$ cat config.mk
export PLATFORM = sky130hd
export DESIGN_NAME = cpcs_top
export DESIGN_NICKNAME = d
export VERILOG_FILES = /design/src/hw/cpcs_pkg.sv /design/src/hw/cpcs_pclk_if.sv /design/src/hw/cpcs_sync.sv /design/src/hw/cpcs_pclk_gen.sv /design/src/hw/cpcs_top.sv
export SDC_FILE = /design/constraint.sdc
export NUM_CORES = 1
export LEC_CHECK = 0
export CORE_MARGIN = 1
export CORE_UTILIZATION = 60
export CTS_BUF_LIST = sky130_fd_sc_hd__clkbuf_8 sky130_fd_sc_hd__clkbuf_16
export CTS_CLUSTER_DIAMETER = 200
export DETAILED_ROUTE_END_ITERATION = 12
export DONT_BUFFER_PORTS = 1
export PLACE_DENSITY = 0.77
export RECOVER_POWER = 50
export SYNTH_ARGS = -nofsm -noshare
export SYNTH_HDL_FRONTEND = slang
export SYNTH_SLANG_ARGS = --single-unit
$ cat constraint.sdc
create_clock -name i_clk -period 2.7 [get_ports i_clk]
set_clock_uncertainty 0.05 [all_clocks]
set_input_delay 0.54 -clock i_clk [delete_from_list [all_inputs] [get_ports i_clk]]
set_output_delay 0.54 -clock i_clk [all_outputs]
set_load 0.05 [all_outputs]
$ cat src/hw/cpcs_pkg.sv
// package for the camera port configuration and status block
// assumes a word-indexed register port: byte address is four times the register index
package cpcs_pkg;
    localparam int ADDR_W = 16;
    localparam int DATA_W = 32;
    localparam int IDX_W = 14;
    // register indices, byte address = index * 4
    localparam logic [IDX_W-1:0] IDX_CHIP_ID = 14'h0000;
    localparam logic [IDX_W-1:0] IDX_MEM_SEL = 14'h0001;
    localparam logic [IDX_W-1:0] IDX_GPIO_CFG = 14'h0004;
    localparam logic [IDX_W-1:0] IDX_GPIO_STAT = 14'h0008;
    localparam logic [IDX_W-1:0] IDX_STRAP_RB = 14'h000d;
    localparam logic [IDX_W-1:0] IDX_PCLK_SEL = 14'h001c;
    localparam logic [IDX_W-1:0] IDX_CAM_CMD = 14'h1000;
    localparam logic [IDX_W-1:0] IDX_INT_STAT = 14'h1002;
    localparam logic [IDX_W-1:0] IDX_INT_MASK = 14'h1003;
    // field positions
    localparam int MEM_SEL_BIT = 7;
    localparam int SHARED_GPIO_PIN_BIT = 2;
    localparam int STRAP_A_BIT = 5;
    localparam int STRAP_B_BIT = 6;
    localparam logic [7:0] STRAP_MASK = 8'h60;
    localparam int CMD_PWR_BIT = 1;
    localparam int CMD_CABLE_BIT = 7;
    localparam int CMD_REV_LSB = 8;
    localparam logic [15:0] CMD_REV_MASK = 16'h0f00;
    localparam int PCLK_SRC_BIT = 0;
    localparam int PCLK_DIV_LSB = 1;
    localparam int PCLK_DIV_W = 4;
    localparam int INT_W = 2;
    localparam int INT_ATTACH = 0;
    localparam int INT_DETACH = 1;
    // reset values
    localparam logic [7:0] MEM_SEL_RST = 8'h80;
    localparam logic [7:0] GPIO_CFG_RST = 8'h00;
    localparam logic [7:0] GPIO_STAT_RST = 8'h00;
    localparam logic [7:0] PCLK_SEL_RST = 8'h00;
    localparam logic [INT_W-1:0] INT_MASK_RST = 2'h0;
    // synchroniser bits and settle time before the straps are caught
    localparam int SYNC_W = 5;
    localparam int SY_STRAP_A = 0;
    localparam int SY_STRAP_B = 1;
    localparam int SY_CABLE_N = 2;
    localparam int SY_AUX = 3;
    localparam int SY_GPIO = 4;
    localparam logic [2:0] STRAP_SETTLE = 3'h4;
    typedef enum {ST_SETTLE, ST_HOLD} cpcs_strap_state_type;
endpackage

$ cat src/hw/cpcs_pclk_if.sv
// interface between the register bank and the camera port clock generator
// assumes both ends run on the system clock
`timescale 1ns/1ps
interface cpcs_pclk_if;
    logic enable;
    logic src_sys;
    logic [3:0] div;
    logic aux_rise;
    logic port_clk;
    modport ctrl (output enable, output src_sys, output div, output aux_rise, input port_clk);
    modport gen (input enable, input src_sys, input div, input aux_rise, output port_clk);
endinterface

$ cat src/hw/cpcs_sync.sv
// three-stage pin synchroniser; the output moves once stages two and three agree
// assumes asynchronous pin inputs and the single system clock
`timescale 1ns/1ps
module cpcs_sync #(
    parameter int WIDTH = 1
) (
    input wire logic i_clk,
    input wire logic i_reset,
    input wire logic [WIDTH-1:0] i_async,
    output logic [WIDTH-1:0] o_sync
);
    genvar gi;
    generate
        for (gi = 0; gi < WIDTH; gi++)
        begin : g_bit
            logic s1_q;
            logic s2_q;
            logic s3_q;
            logic out_q;
            always_ff @(posedge i_clk)
            begin
                if (i_reset)
                begin
                    s1_q <= 1'b0;
                    s2_q <= 1'b0;
                    s3_q <= 1'b0;
                    out_q <= 1'b0;
                end
                else
                begin
                    s1_q <= i_async[gi];
                    s2_q <= s1_q;
                    s3_q <= s2_q;
                    if (s2_q == s3_q)
                    begin
                        out_q <= s3_q;
                    end
                end
            end
            assign o_sync[gi] = out_q;
        end
    endgenerate
endmodule

$ cat src/hw/cpcs_pclk_gen.sv
// camera port clock generator: divides the chosen source events
// assumes source events arrive as one-cycle pulses on the system clock
`timescale 1ns/1ps
module cpcs_pclk_gen (
    input wire logic i_clk,
    input wire logic i_reset,
    cpcs_pclk_if.gen pif
);
    logic [3:0] cnt_q;
    logic clk_q;
    logic src_evt;
    assign src_evt = pif.src_sys | pif.aux_rise;
    // port clock toggles every div+1 source events
    always_ff @(posedge i_clk)
    begin
        if (i_reset || !pif.enable)
        begin
            cnt_q <= 4'h0;
            clk_q <= 1'b0;
        end
        else if (src_evt)
        begin
            // a divider lowered mid-count restarts at once instead of wrapping
            if (cnt_q >= pif.div)
            begin
                cnt_q <= 4'h0;
                clk_q <= ~clk_q; // [RL10]
            end
            else
            begin
                cnt_q <= cnt_q + 4'h1;
            end
        end
    end
    assign pif.port_clk = clk_q;
endmodule

$ cat src/hw/cpcs_top.sv
// camera port configuration and status register bank with chip identification
// assumes a one-cycle strobe register port, read data valid the cycle after the read
//
// Contract
// [RL1] port is enabled only when both camera straps read high at reset
// [RL2] while enabled the shared gpio pin follows the camera command register
// [RL3] while enabled the camera power signal drives the shared address/gpio pin
// [RL4] a 16-bit camera command register sits at index 1000h
// [RL5] command bits 11 to 8 carry the interface revision, masked by 0F00h
// [RL6] command bit 7 reads 0 with a camera attached, 1 without
// [RL7] command bit 1 sets remote camera power and drives the shared pin
// [RL8] readback at 00Dh returns the latched straps; mask 60h shows enable
// [RL9] while enabled panel data bits 15 to 8 belong to the camera port
// [RL10] clock register at 01Ch picks source and divider; software keeps 8 to 19 MHz
// [RL11] identification reads only with the select bit clear, written 00h at 001h
// [RL12] identification holds fixed product code bits 7-2 and revision bits 1-0
// [RL13] strap values are caught once after reset and held until next reset
`timescale 1ns/1ps
module cpcs_top
    import cpcs_pkg::*;
#(
    parameter logic [5:0] CHIP_PRODUCT = 6'h2a, // arbitrary value
    parameter logic [1:0] CHIP_REV = 2'h2, // arbitrary value
    parameter logic [3:0] IFACE_REV = 4'h5 // arbitrary value
) (
    input wire logic i_clk,
    input wire logic i_reset,
    input wire logic [ADDR_W-1:0] i_addr,
    input wire logic [DATA_W-1:0] i_wdata,
    input wire logic i_we,
    input wire logic i_re,
    output logic [DATA_W-1:0] o_rdata,
    output logic o_irq,
    input wire logic i_strap_cam_a,
    input wire logic i_strap_cam_b,
    input wire logic i_cam_cable_n,
    input wire logic i_aux_clock_input,
    input wire logic i_shared_gpio_in,
    output logic o_shared_gpio_out,
    output logic o_shared_gpio_oe,
    input wire logic [15:0] i_panel_data,
    input wire logic [7:0] i_cam_data,
    output logic [15:0] o_panel_data,
    output logic o_panel_upper_owned,
    output logic o_cam_port_clk,
    output logic o_cam_port_en
);
    function automatic logic reg_hit(input logic [ADDR_W-1:0] addr, input logic [IDX_W-1:0] idx);
        reg_hit = (addr[1:0] == 2'h0) && (addr[ADDR_W-1:2] == idx);
    endfunction

    logic [SYNC_W-1:0] pins_s;
    logic [7:0] mem_sel_q;
    logic [7:0] gpio_cfg_q;
    logic [7:0] gpio_stat_q;
    logic [7:0] pclk_sel_q;
    logic cmd_pwr_q;
    logic [INT_W-1:0] int_stat_q;
    logic [INT_W-1:0] int_mask_q;
    logic [1:0] strap_q;
    logic [2:0] settle_q;
    cpcs_strap_state_type strap_st_q;
    logic cable_prev_q;
    logic aux_prev_q;
    logic [DATA_W-1:0] rdata_d;
    logic [DATA_W-1:0] rdata_q;
    logic irq_q;
    logic gpio_out_q;
    logic gpio_oe_q;
    logic [15:0] panel_q;
    logic owned_q;
    logic pclk_q;
    logic pen_q;
    logic cam_en;
    logic cmd_wr;
    logic [15:0] cmd_rd;
    logic [INT_W-1:0] int_set;
    logic int_clr;

    cpcs_pclk_if pif ();

    cpcs_sync #(
        .WIDTH(SYNC_W)
    ) u_sync (
        .i_clk(i_clk),
        .i_reset(i_reset),
        .i_async({i_shared_gpio_in, i_aux_clock_input, i_cam_cable_n, i_strap_cam_b,
            i_strap_cam_a}),
        .o_sync(pins_s)
    );

    cpcs_pclk_gen u_pclk (
        .i_clk(i_clk),
        .i_reset(i_reset),
        .pif(pif.gen)
    );

    assign cam_en = strap_q[0] & strap_q[1]; // [RL1]
    assign cmd_wr = i_we && reg_hit(i_addr, IDX_CAM_CMD);

    // straps are caught once the synchroniser has filled after reset
    always_ff @(posedge i_clk)
    begin
        if (i_reset)
        begin
            strap_st_q <= ST_SETTLE;
            settle_q <= 3'h0;
            strap_q <= 2'h0;
        end
        else
        begin
            case (strap_st_q)
                ST_SETTLE:
                begin
                    settle_q <= settle_q + 3'h1;
                    if (settle_q == STRAP_SETTLE)
                    begin
                        strap_q <= {pins_s[SY_STRAP_B], pins_s[SY_STRAP_A]}; // [RL13]
                        strap_st_q <= ST_HOLD;
                    end
                end
                ST_HOLD:
                begin
                    strap_q <= strap_q; // [RL13]
                end
                default:
                begin
                    strap_st_q <= ST_SETTLE;
                end
            endcase
        end
    end

    always_ff @(posedge i_clk)
    begin
        if (i_reset)
        begin
            mem_sel_q <= MEM_SEL_RST;
        end
        else if (i_we && reg_hit(i_addr, IDX_MEM_SEL))
        begin
            mem_sel_q <= i_wdata[7:0]; // [RL11]
        end
    end

    // gpio registers keep their values but lose the pin while the port is enabled
    always_ff @(posedge i_clk)
    begin
        if (i_reset)
        begin
            gpio_cfg_q <= GPIO_CFG_RST;
            gpio_stat_q <= GPIO_STAT_RST;
        end
        else
        begin
            if (i_we && reg_hit(i_addr, IDX_GPIO_CFG))
            begin
                gpio_cfg_q <= i_wdata[7:0];
            end
            if (i_we && reg_hit(i_addr, IDX_GPIO_STAT))
            begin
                gpio_stat_q <= i_wdata[7:0];
            end
        end
    end

    always_ff @(posedge i_clk)
    begin
        if (i_reset)
        begin
            pclk_sel_q <= PCLK_SEL_RST;
        end
        else if (i_we && reg_hit(i_addr, IDX_PCLK_SEL))
        begin
            pclk_sel_q <= i_wdata[7:0]; // [RL10]
        end
    end

    always_ff @(posedge i_clk)
    begin
        if (i_reset)
        begin
            cmd_pwr_q <= 1'b0;
        end
        else if (cmd_wr)
        begin
            cmd_pwr_q <= i_wdata[CMD_PWR_BIT]; // [RL7]
        end
    end

    // cable events: active-low cable line going low is an attach
    assign int_set[INT_ATTACH] = (strap_st_q == ST_HOLD) && cable_prev_q && !pins_s[SY_CABLE_N];
    assign int_set[INT_DETACH] = (strap_st_q == ST_HOLD) && !cable_prev_q && pins_s[SY_CABLE_N];
    assign int_clr = i_re && reg_hit(i_addr, IDX_INT_STAT);

    always_ff @(posedge i_clk)
    begin
        if (i_reset)
        begin
            cable_prev_q <= 1'b0;
            aux_prev_q <= 1'b0;
        end
        else
        begin
            cable_prev_q <= pins_s[SY_CABLE_N];
            aux_prev_q <= pins_s[SY_AUX];
        end
    end

    // a new event in the clearing read's cycle stays set
    always_ff @(posedge i_clk)
    begin
        if (i_reset)
        begin
            int_stat_q <= '0;
            int_mask_q <= INT_MASK_RST;
            irq_q <= 1'b0;
        end
        else
        begin
            int_stat_q <= (int_clr ? '0 : int_stat_q) | int_set;
            if (i_we && reg_hit(i_addr, IDX_INT_MASK))
            begin
                int_mask_q <= i_wdata[INT_W-1:0];
            end
            irq_q <= |(int_stat_q & int_mask_q);
        end
    end

    always_comb
    begin
        cmd_rd = 16'h0000; // [RL4]
        cmd_rd[CMD_REV_LSB +: 4] = IFACE_REV; // [RL5]
        cmd_rd[CMD_CABLE_BIT] = pins_s[SY_CABLE_N]; // [RL6]
        cmd_rd[CMD_PWR_BIT] = cmd_pwr_q;
    end

    always_comb
    begin
        rdata_d = '0;
        if (i_re)
        begin
            if (reg_hit(i_addr, IDX_CHIP_ID) && !mem_sel_q[MEM_SEL_BIT])
            begin
                rdata_d[7:0] = {CHIP_PRODUCT, CHIP_REV}; // [RL11] [RL12]
            end
            else if (reg_hit(i_addr, IDX_MEM_SEL))
            begin
                rdata_d[7:0] = mem_sel_q;
            end
            else if (reg_hit(i_addr, IDX_GPIO_CFG))
            begin
                rdata_d[7:0] = gpio_cfg_q;
            end
            else if (reg_hit(i_addr, IDX_GPIO_STAT))
            begin
                rdata_d[7:0] = gpio_stat_q;
                rdata_d[SHARED_GPIO_PIN_BIT] = pins_s[SY_GPIO];
            end
            else if (reg_hit(i_addr, IDX_STRAP_RB))
            begin
                rdata_d[STRAP_A_BIT] = strap_q[0]; // [RL8]
                rdata_d[STRAP_B_BIT] = strap_q[1]; // [RL8]
            end
            else if (reg_hit(i_addr, IDX_PCLK_SEL))
            begin
                rdata_d[7:0] = pclk_sel_q;
            end
            else if (reg_hit(i_addr, IDX_CAM_CMD))
            begin
                rdata_d[15:0] = cmd_rd;
            end
            else if (reg_hit(i_addr, IDX_INT_STAT))
            begin
                rdata_d[INT_W-1:0] = int_stat_q;
            end
            else if (reg_hit(i_addr, IDX_INT_MASK))
            begin
                rdata_d[INT_W-1:0] = int_mask_q;
            end
        end
    end

    always_ff @(posedge i_clk)
    begin
        if (i_reset)
        begin
            rdata_q <= '0;
        end
        else
        begin
            rdata_q <= rdata_d;
        end
    end

    // shared pin: camera power overrides the gpio bits while enabled
    always_ff @(posedge i_clk)
    begin
        if (i_reset)
        begin
            gpio_out_q <= 1'b0;
            gpio_oe_q <= 1'b0;
        end
        else if (cam_en)
        begin
            gpio_out_q <= cmd_pwr_q; // [RL2] [RL3] [RL7]
            gpio_oe_q <= 1'b1; // [RL3]
        end
        else
        begin
            gpio_out_q <= gpio_stat_q[SHARED_GPIO_PIN_BIT];
            gpio_oe_q <= gpio_cfg_q[SHARED_GPIO_PIN_BIT];
        end
    end

    always_ff @(posedge i_clk)
    begin
        if (i_reset)
        begin
            panel_q <= 16'h0000;
            owned_q <= 1'b0;
        end
        else
        begin
            panel_q[7:0] <= i_panel_data[7:0];
            panel_q[15:8] <= cam_en ? i_cam_data : i_panel_data[15:8]; // [RL9]
            owned_q <= cam_en; // [RL9]
        end
    end

    assign pif.enable = cam_en;
    assign pif.src_sys = pclk_sel_q[PCLK_SRC_BIT]; // [RL10]
    assign pif.div = pclk_sel_q[PCLK_DIV_LSB +: PCLK_DIV_W];
    assign pif.aux_rise = pins_s[SY_AUX] & ~aux_prev_q;

    always_ff @(posedge i_clk)
    begin
        if (i_reset)
        begin
            pclk_q <= 1'b0;
            pen_q <= 1'b0;
        end
        else
        begin
            pclk_q <= pif.port_clk;
            pen_q <= cam_en;
        end
    end

    assign o_rdata = rdata_q;
    assign o_irq = irq_q;
    assign o_shared_gpio_out = gpio_out_q;
    assign o_shared_gpio_oe = gpio_oe_q;
    assign o_panel_data = panel_q;
    assign o_panel_upper_owned = owned_q;
    assign o_cam_port_clk = pclk_q;
    assign o_cam_port_en = pen_q;
endmodule

==> flow_summary_export.csv <==
group,metric,value,unit
placement,placed_cells,523,
clock_tree,cts_tree,"yes",
final_layout,area_growth,4.224,%
route,wl_per_cell,15.79,um
logic_synthesis,synth.distinct_cells,48,
logic_synthesis,ys_async_sr_fraction,0,%
power_and_ir_drop,intPower,1.984,mW
sta,fin_tns_setup,0,ns
route,first_pass_iters,4,
job,maxCapViolCount,0,
status,outcome,"complete, no violations",
setup_path,arrival,1.55,ns
placement,post-dp-hpwl,5.970,mm
final_layout,fillers,568,
logic_synthesis,synth_area_leader_cell,"dfxtp_1",
final_layout,layout.area.seq,2002,um^2
final_layout,stdcell_count,539,
setup_path,critPathKind,"reg -> out",
clock_tree,cts_root_buffer,"clkbuf_8",
clock_tree,holdBufCountCts,0,
logic_synthesis,syn-mean-instance-area,9.099,um^2
final_layout,stdcell_area,4353,um^2
setup_path,path_delay_family,"buffers and inverters",
setup_path,path_cells,"clkbuf_1",
floorplanning,coreArea,6756,um^2
setup_path,cp.required,2.11,ns
final_layout,n_antenna_cell,0,
clock_tree,post_cts_resize_count,0,
route,wl,8.513,mm
sta,worst_pin_slew,1.157,ns
route,vias,3095,
logic_synthesis,ys.flop_type,"dfxtp_1",
global_route,grt-ovfl-total,0,
placement,portBuffers,0,
route,vias_per_cell,5.742,
floorplanning,start_util,61.81,%
setup_path,path_buf_inv,1,
floorplanning,die_area,7298,um^2
power_and_ir_drop,p_sw,0.7190,mW
global_route,grt_max_degree,89,
sta,setup_viol_count_final,0,
logic_synthesis,synth-seq-area-share,47.93,%
power_and_ir_drop,pwr-share-comb,5.4,%
sta,period_needed,2.139,ns
power_and_ir_drop,p_total,2.703,mW
final_layout,drive_above_1_share,7.407,%
logic_synthesis,ys_top_cells_by_area,"dfxtp_1 48%, mux2i_1 7.7%, nor2b_1 4.5%, a21oi_1 4.4%, nor2_1 4.4%",
sta,min_period_over_period,79.21,%
global_route,antenna_found_initial,0,
route,drc,0,
global_route,grt_first_pass_wirelength,13.12,mm
clock_tree,post_cts_buffers,0,
logic_synthesis,synth_cells,459,
power_and_ir_drop,ir_drop,0.4778,mV
clock_tree,cts-buffers-inserted,9,
worst_hold_path,hold_class,"in -> reg",
floorplanning,dieHeight,85.43,um
logic_synthesis,synthTopCellsByCount,"100 x dfxtp_1, 49 x nor2_1, 41 x nand2_1",
logic_synthesis,yosys_warnings,0,
power_and_ir_drop,p_per_area,620.8,nW/um^2
logic_synthesis,netlist.area_leader.share,47.93,%
clock_tree,htreeDepth,3,
route,final_antenna_net_count,0,
setup_path,cpPeakStageDelay,0.85,ns
clock_tree,cts_sinks,100,
power_and_ir_drop,clkPwrFrac,36.7,%
logic_synthesis,synth-edff-count,0,
global_route,grtUsageTotal,23.52,%
global_route,grt_pass1_vias,2825,
placement,post_dp_cell_area,4150,um^2
floorplanning,rows,30,
logic_synthesis,syn_area,4177,um^2
setup_path,endpoint_kind,"output port",
setup_path,worst_setup_path_start_kind,"flop",
logic_synthesis,ys_ff_latch,100,
floorplanning,ios,135,
sta,hold_viol,0,
power_and_ir_drop,netSwitchingFraction,26.60,%
setup_path,cp_max_fo,2,
final_layout,multi_input_area,1939,um^2
setup_path,critPathSlowestCell,"clkbuf_1",
route,drtIter0Drc,145,
final_layout,nets,542,
sta,relSlewSlack,23.21,%
placement,place_congestion,0.9046,
sta,rsz0062_at_grt,"false",
sta,fmax,0.4676,GHz
power_and_ir_drop,cellLeakagePower,1.671,nW
clock_tree,clk_latency,0.37,ns
floorplanning,die_width,85.43,um
logic_synthesis,yosysMostFrequentCell,"dfxtp_1",
power_and_ir_drop,pwr-share-seq,57.9,%
sta,drv_slew,0,
clock_tree,cts_buffer_depth,2,
clock_tree,clk_pin_slew_worst_paths,0.11,ns
[final timing paths]
check / start / endpoint / slack (ns) / cells after the start
worst min register to register: u_sync.g_bit[4].s1_q / u_sync.g_bit[4].s2_q / 0.40 / 1
worst min-delay path: i_reset / o_cam_port_clk / 0.19 / 1
worst max-delay path: o_cam_port_en / o_panel_upper_owned / 0.56 / 1
worst max register to register: u_pclk.cnt_q[0] / u_pclk.cnt_q[0] / 0.87 / 7
[cell usage in the layout (no fill, tap or decap), types with 4 or more instances in the layout]
master    count
o22a_1        4
inv_1        15
conb_1       22
dfxtp_1     100
clkbuf_8      9
o21ai_0      13
nand4_1       5
nor2b_1      30
nand2_1      41
buf_4         6
ha_1          7
nand3_1      15
a21oi_1      37
nor3_1        7
mux2i_1      32
a211oi_1      5
nand2b_1      4
nor2_1       49
[layout make-up]
cell class	instances	share of cell area (%)
sequential	100	45.99
multi-input combinational	321	44.55
tap	80	2.300
clock buffer	9	2.846
inverter	15	1.293
timing repair buffer	7	1.121
clock inverter	7	1.897
[registers in the layout (all words and copies together) (netlist names), 2 cells and up]
signal and count:
gpio_stat_q 8, u_sync.g_bit.s3_q 5, u_sync.g_bit.s1_q 5, strap_q 2, pclk_sel_q 8, int_mask_q 2, u_sync.g_bit.out_q 5, u_sync.g_bit.s2_q 5
o_panel_data 16, int_stat_q 2, o_rdata 9, mem_sel_q 8, gpio_cfg_q 8, u_pclk.cnt_q 4, settle_q 3
[power groups by stage]
| stage | logic, mW | registers, mW | clock network, mW |
|---|---|---|---|
| final | 0.146 | 1.56 | 0.992 |
| after global routing | 0.156 | 1.57 | 1.07 |
| after CTS | 0.146 | 1.56 | 1.01 |
| after detailed placement | 0.145 | 1.60 | 0 |
| after global placement | 0.141 | 1.60 | 0 |
| after floorplan | 0.178 | 1.59 | 0 |
[kinds of logic (layout without fill, tap and decap cells)]
kind of cell | Yosys count | count (layout) | synth area share, %
simple gates | 178 | 178 | 22.47
flops | 100 | 100 | 47.93
compound gates | 77 | 77 | 11.17
buf+inv | 59 | 38 | 7.519
mux | 32 | 32 | 7.669
fa+ha+maj | 7 | 7 | 2.097
xor+xnor | 5 | 5 | 1.049
other cells | 1 | 22 | 0.08979
[per-layer routing]
metal / global-route usage, % / share of wire [%] / vias up
met5: 0 / 0 / -
met4: 11.67 / 2.4 / 0
met3: 5.739 / 6.1 / 23
met2: 38.84 / 47 / 127
met1: 28.69 / 44 / 1433
li1: - / - / 1512
[metrics by stage]
stage               hold slack, ns  utilization, %  worst slack (ns)
floorplan                   0.3638               -            0.5085
global placement            0.3658           61.43            0.3866
detailed placement          0.3778           61.43            0.3220
CTS                         0.1708           64.48            0.7098
global route                0.1612           64.43            0.5031
finish                      0.1858           64.43            0.5613
No activity file was read; power rests on OpenSTA's default activity.
